**config.mk**
```make
export PLATFORM = sky130hd
export DESIGN_NAME = sfe_erase_ctrl
export DESIGN_NICKNAME = d
export VERILOG_FILES = /design/src/hdl/sfe_pkg.sv /design/src/hdl/sfe_spi_rx.sv /design/src/hdl/sfe_erase_ctrl.sv
export SDC_FILE = /design/constraint.sdc
export NUM_CORES = 1
export LEC_CHECK = 0
export ABC_AREA = 0
export BUFFER_PORTS_ARGS = -buffer_cell sky130_fd_sc_hd__buf_2
export CAP_MARGIN = 40
export CELL_PAD_IN_SITES_DETAIL_PLACEMENT = 1
export CELL_PAD_IN_SITES_GLOBAL_PLACEMENT = 2
export CORE_MARGIN = 1
export CORE_UTILIZATION = 33
export CTS_BUF_LIST = sky130_fd_sc_hd__clkbuf_16
export DETAILED_ROUTE_END_ITERATION = 6
export PLACE_DENSITY_LB_ADDON = 0.1
export SLEW_MARGIN = 20
export SYNTH_ARGS = -nofsm -noshare
export SYNTH_HDL_FRONTEND = slang
export SYNTH_SLANG_ARGS = --single-unit
```
**constraint.sdc**
```tcl
create_clock -name ref_clk_in -period 5.2 [get_ports ref_clk_in]
set_clock_uncertainty 0.2 [all_clocks]
set_input_delay 0.26 -clock ref_clk_in [delete_from_list [all_inputs] [get_ports ref_clk_in]]
set_output_delay 0.26 -clock ref_clk_in [all_outputs]
set_load 0.01 [all_outputs]
```
**src/hdl/sfe_pkg.sv**
```systemverilog
// Operation
// - block erase decodes seven page bits, 0-127
// - sector erase clears exactly one sector
// - opcode 7ch selects sector erase
// - any page in sector selects whole sector
// - sector decode: 0a, 0b, top three bits
// - sector erase starts on chip select rise
// - sector erase self-timed, busy throughout
// - only exact c7 94 80 9a erases chip
// - chip erase ignores bytes after sequence
// - chip erase starts on chip select rise
// - chip erase self-timed, busy throughout
// - chip erase skips protected or locked sectors
// - write protect deferred until erase completes
// - opcode 50h block erase, self-timed, busy
// - erased bits read as logic one
package sfe_pkg;
    // clock rate in mhz, 20 ns period
    localparam int unsigned CLK_MHZ = 50;
    // longest erase times in microseconds, plain defaults
    localparam int unsigned BLOCK_ERASE_TIME_US = 25000;
    localparam int unsigned SECTOR_ERASE_TIME_US = 700000;
    localparam int unsigned CHIP_ERASE_TIME_US = 4000000;
    // longest times scaled to whole cycles, microseconds times CLK_MHZ
    localparam int unsigned BLOCK_ERASE_CYCLES = BLOCK_ERASE_TIME_US * CLK_MHZ;
    localparam int unsigned SECTOR_ERASE_CYCLES = SECTOR_ERASE_TIME_US * CLK_MHZ;
    localparam int unsigned CHIP_ERASE_CYCLES = CHIP_ERASE_TIME_US * CLK_MHZ;
    localparam int TIMER_W = 32;
    // command bytes
    localparam logic [7:0] OPC_BLOCK_ERASE = 8'h50;
    localparam logic [7:0] OPC_SECTOR_ERASE = 8'h7c;
    localparam logic [7:0] CHIP_SEQ_0 = 8'hc7;
    localparam logic [7:0] CHIP_SEQ_1 = 8'h94;
    localparam logic [7:0] CHIP_SEQ_2 = 8'h80;
    localparam logic [7:0] CHIP_SEQ_3 = 8'h9a;
    localparam logic [2:0] CMD_BYTES = 3'h4;
    // page field position in the 24 address bits
    localparam int STD_PAGE_LSB = 9;
    localparam int BIN_PAGE_LSB = 8;
    localparam int PAGE_W = 10;
    localparam int SECTOR_COUNT = 9;
    localparam int SECTOR_IDX_W = 4;
    // page ranges of the array
    localparam logic [9:0] FIRST_PAGE = 10'h000;
    localparam logic [9:0] LAST_PAGE = 10'h3ff;
    localparam logic [9:0] SECTOR_0A_LAST = 10'h007;
    localparam logic [9:0] SECTOR_0B_FIRST = 10'h008;
    localparam logic [9:0] SECTOR_0B_LAST = 10'h07f;
    localparam logic [6:0] SECTOR_PAGE_LAST = 7'h7f;
    localparam logic [2:0] BLOCK_PAGE_LAST = 3'h7;
    // value left in every erased byte
    localparam logic [7:0] ERASED_BYTE = 8'hff;

    // one received serial byte
    typedef struct packed {
        logic valid;
        logic [7:0] data;
    } sfe_byte_type;

    // page strobe toward the array
    typedef struct packed {
        logic we;
        logic [PAGE_W-1:0] page;
        logic [7:0] fill;
    } sfe_erase_port_type;

    // one erase job: page span and duration
    typedef struct packed {
        logic [PAGE_W-1:0] first_page;
        logic [PAGE_W-1:0] last_page;
        logic [TIMER_W-1:0] cycles;
    } sfe_job_type;

    // sector index: 0a=0, 0b=1, sector n = n+1
    function automatic logic [SECTOR_IDX_W-1:0] sector_of(input logic [PAGE_W-1:0] page);
        if (page[9:7] == 3'h0) begin
            sector_of = (page[6:3] == 4'h0) ? 4'h0 : 4'h1;
        end else begin
            sector_of = {1'b0, page[9:7]} + 4'h1;
        end
    endfunction : sector_of
endpackage : sfe_pkg

```
**src/hdl/sfe_spi_rx.sv**
```systemverilog
`timescale 1ns/1ns
// serial byte receiver, mode 0 and 3, runs on oversampled pins
module sfe_spi_rx (
    input wire logic clk_in,
    input wire logic rst_n_in,
    input wire logic clk_en_in,
    input wire logic cs_n_in,
    input wire logic sck_in,
    input wire logic si_in,
    output sfe_pkg::sfe_byte_type byte_out,
    output logic cs_fall_out,
    output logic cs_rise_out
);
    import sfe_pkg::*;

    logic sck_d; // previous clock sample for edge finding
    logic cs_n_d; // previous select sample
    logic [2:0] bit_cnt; // bits of the current byte
    logic [6:0] shift; // bits gathered so far
    wire sck_rise = sck_in & ~sck_d;
    wire cs_active = ~cs_n_in & ~cs_n_d;

    // edge history; select starts high so no false fall at reset
    always_ff @(posedge clk_in or negedge rst_n_in) begin
        if (!rst_n_in) begin
            sck_d <= 1'b0;
            cs_n_d <= 1'b1;
        end else if (clk_en_in) begin
            sck_d <= sck_in;
            cs_n_d <= cs_n_in;
        end
    end

    // select edges as one-cycle pulses
    always_ff @(posedge clk_in or negedge rst_n_in) begin
        if (!rst_n_in) begin
            cs_fall_out <= 1'b0;
            cs_rise_out <= 1'b0;
        end else if (clk_en_in) begin
            cs_fall_out <= ~cs_n_in & cs_n_d;
            cs_rise_out <= cs_n_in & ~cs_n_d;
        end
    end

    // shift on rising serial clock; a partial byte is dropped at select rise
    always_ff @(posedge clk_in or negedge rst_n_in) begin
        if (!rst_n_in) begin
            bit_cnt <= 3'h0;
            shift <= 7'h00;
            byte_out <= '0;
        end else if (clk_en_in) begin
            byte_out.valid <= 1'b0;
            if (!cs_active) begin
                bit_cnt <= 3'h0; // idle select restarts byte framing
            end else if (sck_rise) begin
                bit_cnt <= bit_cnt + 3'h1;
                shift <= {shift[5:0], si_in};
                if (bit_cnt == 3'h7) begin
                    byte_out.valid <= 1'b1;
                    byte_out.data <= {shift, si_in};
                end
            end
        end
    end
endmodule : sfe_spi_rx

```
**src/hdl/sfe_erase_ctrl.sv**
```systemverilog
`timescale 1ns/1ns
// erase command decoder and self-timed erase engine
module sfe_erase_ctrl #(
    parameter int unsigned BLOCK_CYCLES = sfe_pkg::BLOCK_ERASE_CYCLES,
    parameter int unsigned SECTOR_CYCLES = sfe_pkg::SECTOR_ERASE_CYCLES,
    parameter int unsigned CHIP_CYCLES = sfe_pkg::CHIP_ERASE_CYCLES
) (
    input wire logic ref_clk_in,
    input wire logic rst_n_in,
    input wire logic clk_en_in,
    input wire logic cs_n_in,
    input wire logic sck_in,
    input wire logic si_in,
    input wire logic wp_n_in,
    input wire logic binary_page_in,
    input wire logic sw_protect_in,
    input wire logic [sfe_pkg::SECTOR_COUNT-1:0] protect_sel_in,
    input wire logic [sfe_pkg::SECTOR_COUNT-1:0] lockdown_in,
    output logic busy_out,
    output logic protect_active_out,
    output sfe_pkg::sfe_erase_port_type erase_out
);
    import sfe_pkg::*;

    // engine states
    typedef enum logic [2:0] {
        ENG_IDLE = 3'b001,
        ENG_SWEEP = 3'b010,
        ENG_WAIT = 3'b100
    } sfe_eng_type;

    logic rst_meta; // reset release stage one
    logic rst_sync; // reset release stage two, used everywhere
    logic cs_n_meta, cs_n_sync; // select synchroniser
    logic sck_meta, sck_sync; // serial clock synchroniser
    logic si_meta, si_sync; // serial data synchroniser
    logic wp_n_meta, wp_n_sync; // write protect synchroniser

    sfe_byte_type rx_byte; // byte from the receiver
    logic cs_fall; // select went low
    logic cs_rise; // select went high
    logic [7:0] cmd_bytes [0:3]; // opcode and three address bytes
    logic [2:0] byte_cnt; // saturates at four

    sfe_eng_type state, next_state;
    logic [PAGE_W-1:0] cur_page, next_cur_page;
    logic [PAGE_W-1:0] last_page, next_last_page;
    logic [TIMER_W-1:0] timer, next_timer;
    logic [TIMER_W-1:0] target, next_target;
    logic wp_latched; // write protect as seen by the array
    sfe_erase_port_type next_erase;

    // reset release through two flops
    always_ff @(posedge ref_clk_in or negedge rst_n_in) begin
        if (!rst_n_in) begin
            rst_meta <= 1'b0;
            rst_sync <= 1'b0;
        end else begin
            rst_meta <= 1'b1;
            rst_sync <= rst_meta;
        end
    end

    // pin synchronisers; idle levels keep select and protect high
    always_ff @(posedge ref_clk_in or negedge rst_sync) begin
        if (!rst_sync) begin
            {cs_n_meta, cs_n_sync} <= 2'b11;
            {sck_meta, sck_sync} <= 2'b00;
            {si_meta, si_sync} <= 2'b00;
            {wp_n_meta, wp_n_sync} <= 2'b11;
        end else if (clk_en_in) begin
            {cs_n_meta, cs_n_sync} <= {cs_n_in, cs_n_meta};
            {sck_meta, sck_sync} <= {sck_in, sck_meta};
            {si_meta, si_sync} <= {si_in, si_meta};
            {wp_n_meta, wp_n_sync} <= {wp_n_in, wp_n_meta};
        end
    end

    sfe_spi_rx u_rx (
        .clk_in(ref_clk_in),
        .rst_n_in(rst_sync),
        .clk_en_in(clk_en_in),
        .cs_n_in(cs_n_sync),
        .sck_in(sck_sync),
        .si_in(si_sync),
        .byte_out(rx_byte),
        .cs_fall_out(cs_fall),
        .cs_rise_out(cs_rise)
    );

    // capture first four bytes of each frame; later bytes are dropped
    always_ff @(posedge ref_clk_in or negedge rst_sync) begin
        if (!rst_sync) begin
            byte_cnt <= 3'h0;
            for (int i = 0; i < 4; i++) begin
                cmd_bytes[i] <= 8'h00;
            end
        end else if (clk_en_in) begin
            if (cs_fall) begin
                byte_cnt <= 3'h0;
            end else if (rx_byte.valid && byte_cnt < CMD_BYTES) begin
                cmd_bytes[byte_cnt[1:0]] <= rx_byte.data;
                byte_cnt <= byte_cnt + 3'h1;
            end
        end
    end

    // command decode, complete frames only
    wire frame_full = (byte_cnt == CMD_BYTES);
    wire is_block = frame_full && cmd_bytes[0] == OPC_BLOCK_ERASE;
    wire is_sector = frame_full && cmd_bytes[0] == OPC_SECTOR_ERASE;
    wire is_chip = frame_full && cmd_bytes[0] == CHIP_SEQ_0 && cmd_bytes[1] == CHIP_SEQ_1
        && cmd_bytes[2] == CHIP_SEQ_2 && cmd_bytes[3] == CHIP_SEQ_3;
    wire [23:0] addr_bits = {cmd_bytes[1], cmd_bytes[2], cmd_bytes[3]};
    // page field sits one bit lower in 256-byte mode
    wire [PAGE_W-1:0] page_addr_bits = addr_bits[STD_PAGE_LSB +: PAGE_W];
    wire [PAGE_W-1:0] binary_mode_addr_bits = addr_bits[BIN_PAGE_LSB +: PAGE_W];
    wire [PAGE_W-1:0] cmd_page = binary_page_in ? binary_mode_addr_bits : page_addr_bits;

    // block span: upper seven bits pick one of 128 blocks
    wire [PAGE_W-1:0] blk_first = {cmd_page[9:3], 3'h0};
    wire [PAGE_W-1:0] blk_last = {cmd_page[9:3], BLOCK_PAGE_LAST};

    // sector span from any page inside it, one sector only
    wire in_sector0 = (cmd_page[9:7] == 3'h0);
    wire in_0a = in_sector0 && (cmd_page[6:3] == 4'h0);
    wire [PAGE_W-1:0] sec_first = in_0a ? FIRST_PAGE : in_sector0 ? SECTOR_0B_FIRST
        : {cmd_page[9:7], 7'h00};
    wire [PAGE_W-1:0] sec_last = in_0a ? SECTOR_0A_LAST : in_sector0 ? SECTOR_0B_LAST
        : {cmd_page[9:7], SECTOR_PAGE_LAST};

    // job chosen at select rise; busy engine ignores new frames
    wire idle = (state == ENG_IDLE);
    wire start = cs_rise && idle && (is_block || is_sector || is_chip);
    sfe_job_type job;
    assign job.first_page = is_chip ? FIRST_PAGE : is_sector ? sec_first : blk_first;
    assign job.last_page = is_chip ? LAST_PAGE : is_sector ? sec_last : blk_last;
    assign job.cycles = is_chip ? TIMER_W'(CHIP_CYCLES) : is_sector ? TIMER_W'(SECTOR_CYCLES)
        : TIMER_W'(BLOCK_CYCLES);

    // write protect only takes hold between erases
    always_ff @(posedge ref_clk_in or negedge rst_sync) begin
        if (!rst_sync) begin
            wp_latched <= 1'b0;
        end else if (clk_en_in && idle && !start) begin
            wp_latched <= ~wp_n_sync;
        end
    end

    // sector guard for the page being swept
    wire protect_on = sw_protect_in | wp_latched;
    wire [SECTOR_IDX_W-1:0] cur_sector = sector_of(cur_page);
    wire cur_guarded = (protect_on & protect_sel_in[cur_sector]) | lockdown_in[cur_sector];
    wire timer_done = (timer >= target - TIMER_W'(1));

    // engine next state: sweep the span, then hold busy until time is up
    always_comb begin
        next_state = state;
        next_cur_page = cur_page;
        next_last_page = last_page;
        next_target = target;
        next_timer = (state == ENG_IDLE) ? '0 : timer + TIMER_W'(1);
        next_erase.we = 1'b0;
        next_erase.page = erase_out.page;
        next_erase.fill = ERASED_BYTE;
        case (state)
            ENG_IDLE: begin
                if (start) begin
                    next_state = ENG_SWEEP;
                    next_cur_page = job.first_page;
                    next_last_page = job.last_page;
                    next_target = job.cycles;
                end
            end
            ENG_SWEEP: begin
                // guarded sectors get no strobe and keep their data
                next_erase.we = ~cur_guarded;
                next_erase.page = cur_page;
                if (cur_page == last_page) begin
                    next_state = ENG_WAIT;
                end else begin
                    next_cur_page = cur_page + PAGE_W'(1);
                end
            end
            ENG_WAIT: begin
                if (timer_done) begin
                    next_state = ENG_IDLE;
                end
            end
            default: begin
                next_state = ENG_IDLE;
            end
        endcase
    end

    // engine registers
    always_ff @(posedge ref_clk_in or negedge rst_sync) begin
        if (!rst_sync) begin
            state <= ENG_IDLE;
            cur_page <= FIRST_PAGE;
            last_page <= FIRST_PAGE;
            timer <= '0;
            target <= '0;
        end else if (clk_en_in) begin
            state <= next_state;
            cur_page <= next_cur_page;
            last_page <= next_last_page;
            timer <= next_timer;
            target <= next_target;
        end
    end

    // array strobe, registered
    always_ff @(posedge ref_clk_in or negedge rst_sync) begin
        if (!rst_sync) begin
            erase_out.we <= 1'b0;
            erase_out.page <= FIRST_PAGE;
            erase_out.fill <= ERASED_BYTE;
        end else if (clk_en_in) begin
            erase_out <= next_erase;
        end
    end

    // status outputs from flops
    always_ff @(posedge ref_clk_in or negedge rst_sync) begin
        if (!rst_sync) begin
            busy_out <= 1'b0;
            protect_active_out <= 1'b0;
        end else if (clk_en_in) begin
            busy_out <= (next_state != ENG_IDLE);
            protect_active_out <= sw_protect_in | wp_latched;
        end
    end
endmodule : sfe_erase_ctrl

```
==> PnR_summary.wiki <==
{| class="wikitable"
! Metric !! Value
|-
| Result of the run || finished, violations left
|-
| Violations in the final reports || design-rule violations
|-
| Reg-to-reg setup timing slack || around 1.5 ns
|-
| Crit path capture type || flip-flop
|-
| Total standard cell area after synthesis || around 7600 um2
|-
| Power density relative to cell area || 292 nW/um2
|-
| Avg Inst Size Synth || approximately 11 um2
|-
| Dominant cell by count in the synthesized netlist || sky130_fd_sc_hd__dfrtp_1
|-
| Clock Sink Count || 141
|-
| Dominant cell type by count on the critical path || sky130_fd_sc_hd__o21ai_0
|-
| Core Footprint || between 20000 and 25000 um2
|-
| DR pass1 iterations || 7
|-
| Depth of the CTS H-tree || 4
|-
| Endpoint arrival time on the critical path || 3.85 ns
|-
| Overall die height || between 150 and 200 um
|-
| Via count of the first global-routing pass || 5871
|-
| P&R area growth vs syn || 15.0%
|-
| Capture instance of the worst register-to-register path || busy_out
|-
| Final setup slack of the worst path || 1.52 ns
|-
| Fraction of layout cells with a size suffix above 1 || 0.216
|-
| Ys Warns || 0
|-
| Fraction of registers with async set/reset || 1.00
|-
| Tot Pwr || about 2.6 mW
|-
| Post-route cell area || slightly below 9000 um2
|-
| CP startpoint || target[24]
|-
| Drt wl/cell || around 18 um
|-
| Source-to-sink clock delay at the later pin of the worst-skew pair || approximately 0.44 ns
|-
| Post-DP Area || ~8100 um2
|-
| Maximum buffer depth of the clock tree || 2
|-
| Overall track demand over capacity in global routing || 0.170
|-
| Max-slew violation count || 0
|-
| R2R Path Start || target[24]
|-
| Crit path required time || approximately 5.4 ns
|-
| Clock transition time at the flip-flop clock pins of the worst setup and hold paths || approximately 0.070 ns
|-
| RSZ-0062 raised after global routing || no
|-
| Count of antenna-violating nets left after detailed routing || 0
|-
| Initial antenna violation count || 0
|-
| Path class of the lowest-slack min-delay path || reg -> async
|-
| Wire length of the first global-routing pass || around 32000 um
|-
| Part of the Yosys area used for sequential elements || 0.466
|-
| Nets || a little over 800
|-
| Maximum clock frequency || about 270 MHz
|-
| Post-Route WL || ~19000 um
|-
| Total CTS buffers || 17
|-
| Root Driver || sky130_fd_sc_hd__clkbuf_16
|-
| Depth of the most critical reg-to-reg path || 12
|-
| Critical Path Start Type || flip-flop
|-
| Gate family responsible for the most delay along the worst path || simple AND/OR/NAND/NOR gates
|-
| Number of post-CTS setup repair buffers || 0
|-
| Die ar. || ~24000 um2
|-
| Top cells by count, synth || 135 x sky130_fd_sc_hd__dfrtp_1, 66 x sky130_fd_sc_hd__nand2_1, 62 x sky130_fd_sc_hd__mux2_2, 62 x sky130_fd_sc_hd__nor2_1, 40 x sky130_fd_sc_hd__ha_1
|-
| Routed wire length on met3 || 427 um
|-
| Hold slack || around 0.088 ns
|-
| Total global routing overflow || 0
|-
| HPWL reported at the end of detailed placement || ~14000 um
|-
| Setup Total Neg Slack || 0 ns
|-
| Post-Route M1 WL || 9050 um
|-
| Highest routing layer actually used || met4
|-
| 1st-iter DRT viols || 190
|-
| Transition time of the tightest slew-check pin || around 0.73 ns
|-
| Slowest cell on the critical path || sky130_fd_sc_hd__nor4_2
|-
| Post-Synthesis Cells || between 700 and 800
|-
| Final worst-path cycle share || 0.707
|-
| Largest fanout of any net on the critical path || 14
|-
| End point of the critical path || busy_out
|-
| Hold Violations, Final || 0
|-
| Count of antenna diodes in the layout || 0
|-
| Post-synthesis sequential element count || roughly 140
|-
| Final setup vio count || 0
|-
| Number of buffers and inverters on the critical path || 0
|-
| Via Count || between 5000 and 6000
|-
| Worst Setup Slack post-DPL || ~1.5 ns
|-
| Biggest area consumer among synthesized cells || sky130_fd_sc_hd__dfrtp_1
|-
| Startpoint-to-endpoint class of the critical path || reg -> reg
|-
| Number of remaining DRC errors || 2
|-
| Leakage power total || a little over 4 nW
|-
| Amount of wire on met2 after detailed routing || between 8000 and 9000 um
|-
| Top-Level Pins || 48
|-
| Number of distinct library cells after synthesis || between 70 and 80
|-
| Maxcap violations || 0
|-
| Primary flip-flop cell chosen by synthesis mapping || sky130_fd_sc_hd__dfrtp_1
|-
| Main area contributors after synthesis || sky130_fd_sc_hd__dfrtp_1 44%, sky130_fd_sc_hd__mux2_2 9.2%, sky130_fd_sc_hd__ha_1 6.6%
|-
| Highest cell delay on the worst timing path || between 0.6 and 0.7 ns
|-
| Count of port buffers added during placement || 39
|-
| Final critical-path required period || 3.68 ns
|-
| Horizontal extent of the die || about 150 um
|-
| Crit. path cell count || 12
|-
| Top cell type's share of synthesized area || 0.445
|-
| CTS tree || yes
|-
| Largest net degree at the start of global routing || 73
|-
| Max_slew headroom || 0.512
|-
| Critical path, cell by cell || nor3_1 -> nand2_1 -> nor4_2 -> nand2b_1 -> nor2b_1 -> ha_1 -> a21oi_1 -> o21ai_0 -> a221oi_1 -> o21ai_0 -> a211oi_1 -> a2111o_1
|-
| Number of enable-type register cells in the synthesized netlist || 0
|-
| Gp weighted congestion || approximately 0.79
|-
| Worst vdd ir || approximately 0.00015 V
|-
| Placement row count || between 50 and 60
|-
| Starting utilization of the core area || 0.336
|-
| Routed vias/inst || roughly 5.2
|}
-- cells in the final DEF, fill, tap and decap left out, drive strengths merged, types with 9 or more instances in the layout --
| cell type | n |
|---|---|
| buf | 43 |
| o21ai | 33 |
| clkbuf | 17 |
| nand3 | 20 |
| a211oi | 9 |
| conb | 9 |
| mux2 | 65 |
| ha | 40 |
| nor3 | 20 |
| and3 | 12 |
| nand4 | 12 |
| nand2 | 67 |
| a21oi | 36 |
| inv | 29 |
| xnor2 | 23 |
| nor2 | 63 |
| dfrtp | 135 |
| xor2 | 13 |
-- report_power, final --
group / total [mW] / leakage, nW / switching, mW / internal [mW]
Combinational: 0.150 / 1.95 / 0.0872 / 0.0632
Clock: 1.22 / 0.284 / 0.573 / 0.645
Sequential: 1.19 / 1.89 / 0.0434 / 1.14
-- timing repair --
action | in CTS | in global routing
gates resized for setup | 0 | 0
hold buffers | 6 | 0
setup endpoints to repair | 0 | 0
hold endpoints to repair | 6 | 0
-- flip-flops by register name (all words and copies together) (netlist names), 3 cells and up --
signal / count
timer: 32
addr_bits: 24
erase_out: 11
cur_page: 10
u_rx.byte_out: 9
cmd_bytes: 8
last_page: 8
u_rx.shift: 7
target: 6
byte_cnt: 3
state: 3
u_rx.bit_cnt: 3
-- stage by stage --
step	cells	util
floorplan	724	-
global placement	1019	0.356
detailed placement	1021	0.358
CTS	1059	0.387
global route	1059	0.387
finish	1059	0.387
-- routing by layer --
metal / global-route usage / vias to the layer above
li1: - / 2665
met1: 0.227 / 2779
met2: 0.281 / 60
met3: 0.0335 / 18
met4: 0.0400 / 0
met5: 0 / -
-- how the worst min path moves through the flow --
stage / end / depth (start not counted) / slack (ns)
2_1_floorplan: rst_meta / 0 / -0.24
3_3_place_gp: rst_meta / 1 / -0.15
3_5_place_dp: rst_meta / 1 / -0.15
4_1_cts: u_rx.sck_d / 0 / 0.11
5_1_grt: u_rx.sck_d / 0 / 0.13
6_report: u_rx.sck_d / 0 / 0.09
-- kinds of logic after synthesis --
logic type | Yosys count | synth area share
muxes | 73 | 0.109
and+or+nand+nor | 246 | 0.175
adders and majority gates | 40 | 0.0659
DFF | 141 | 0.466
xor gates and xnor gates | 36 | 0.0415
buffers and inverters | 52 | 0.0315
other | 1 | 0.000494
AOI/OAI and AO/OA | 127 | 0.111
-- final cells by class --
class / instances / area, um2
Sequential cell: 141 / 3540
Inverter: 21 / 78.8
Tap cell: 285 / 357
Timing Repair Buffer: 49 / 314
Fill cell: 2536 / 13800
Multi-Input combinational cell: 531 / 3850
Clock buffer: 17 / 425
Clock inverter: 15 / 169
Note: power is estimated with default switching activity, not from simulation.
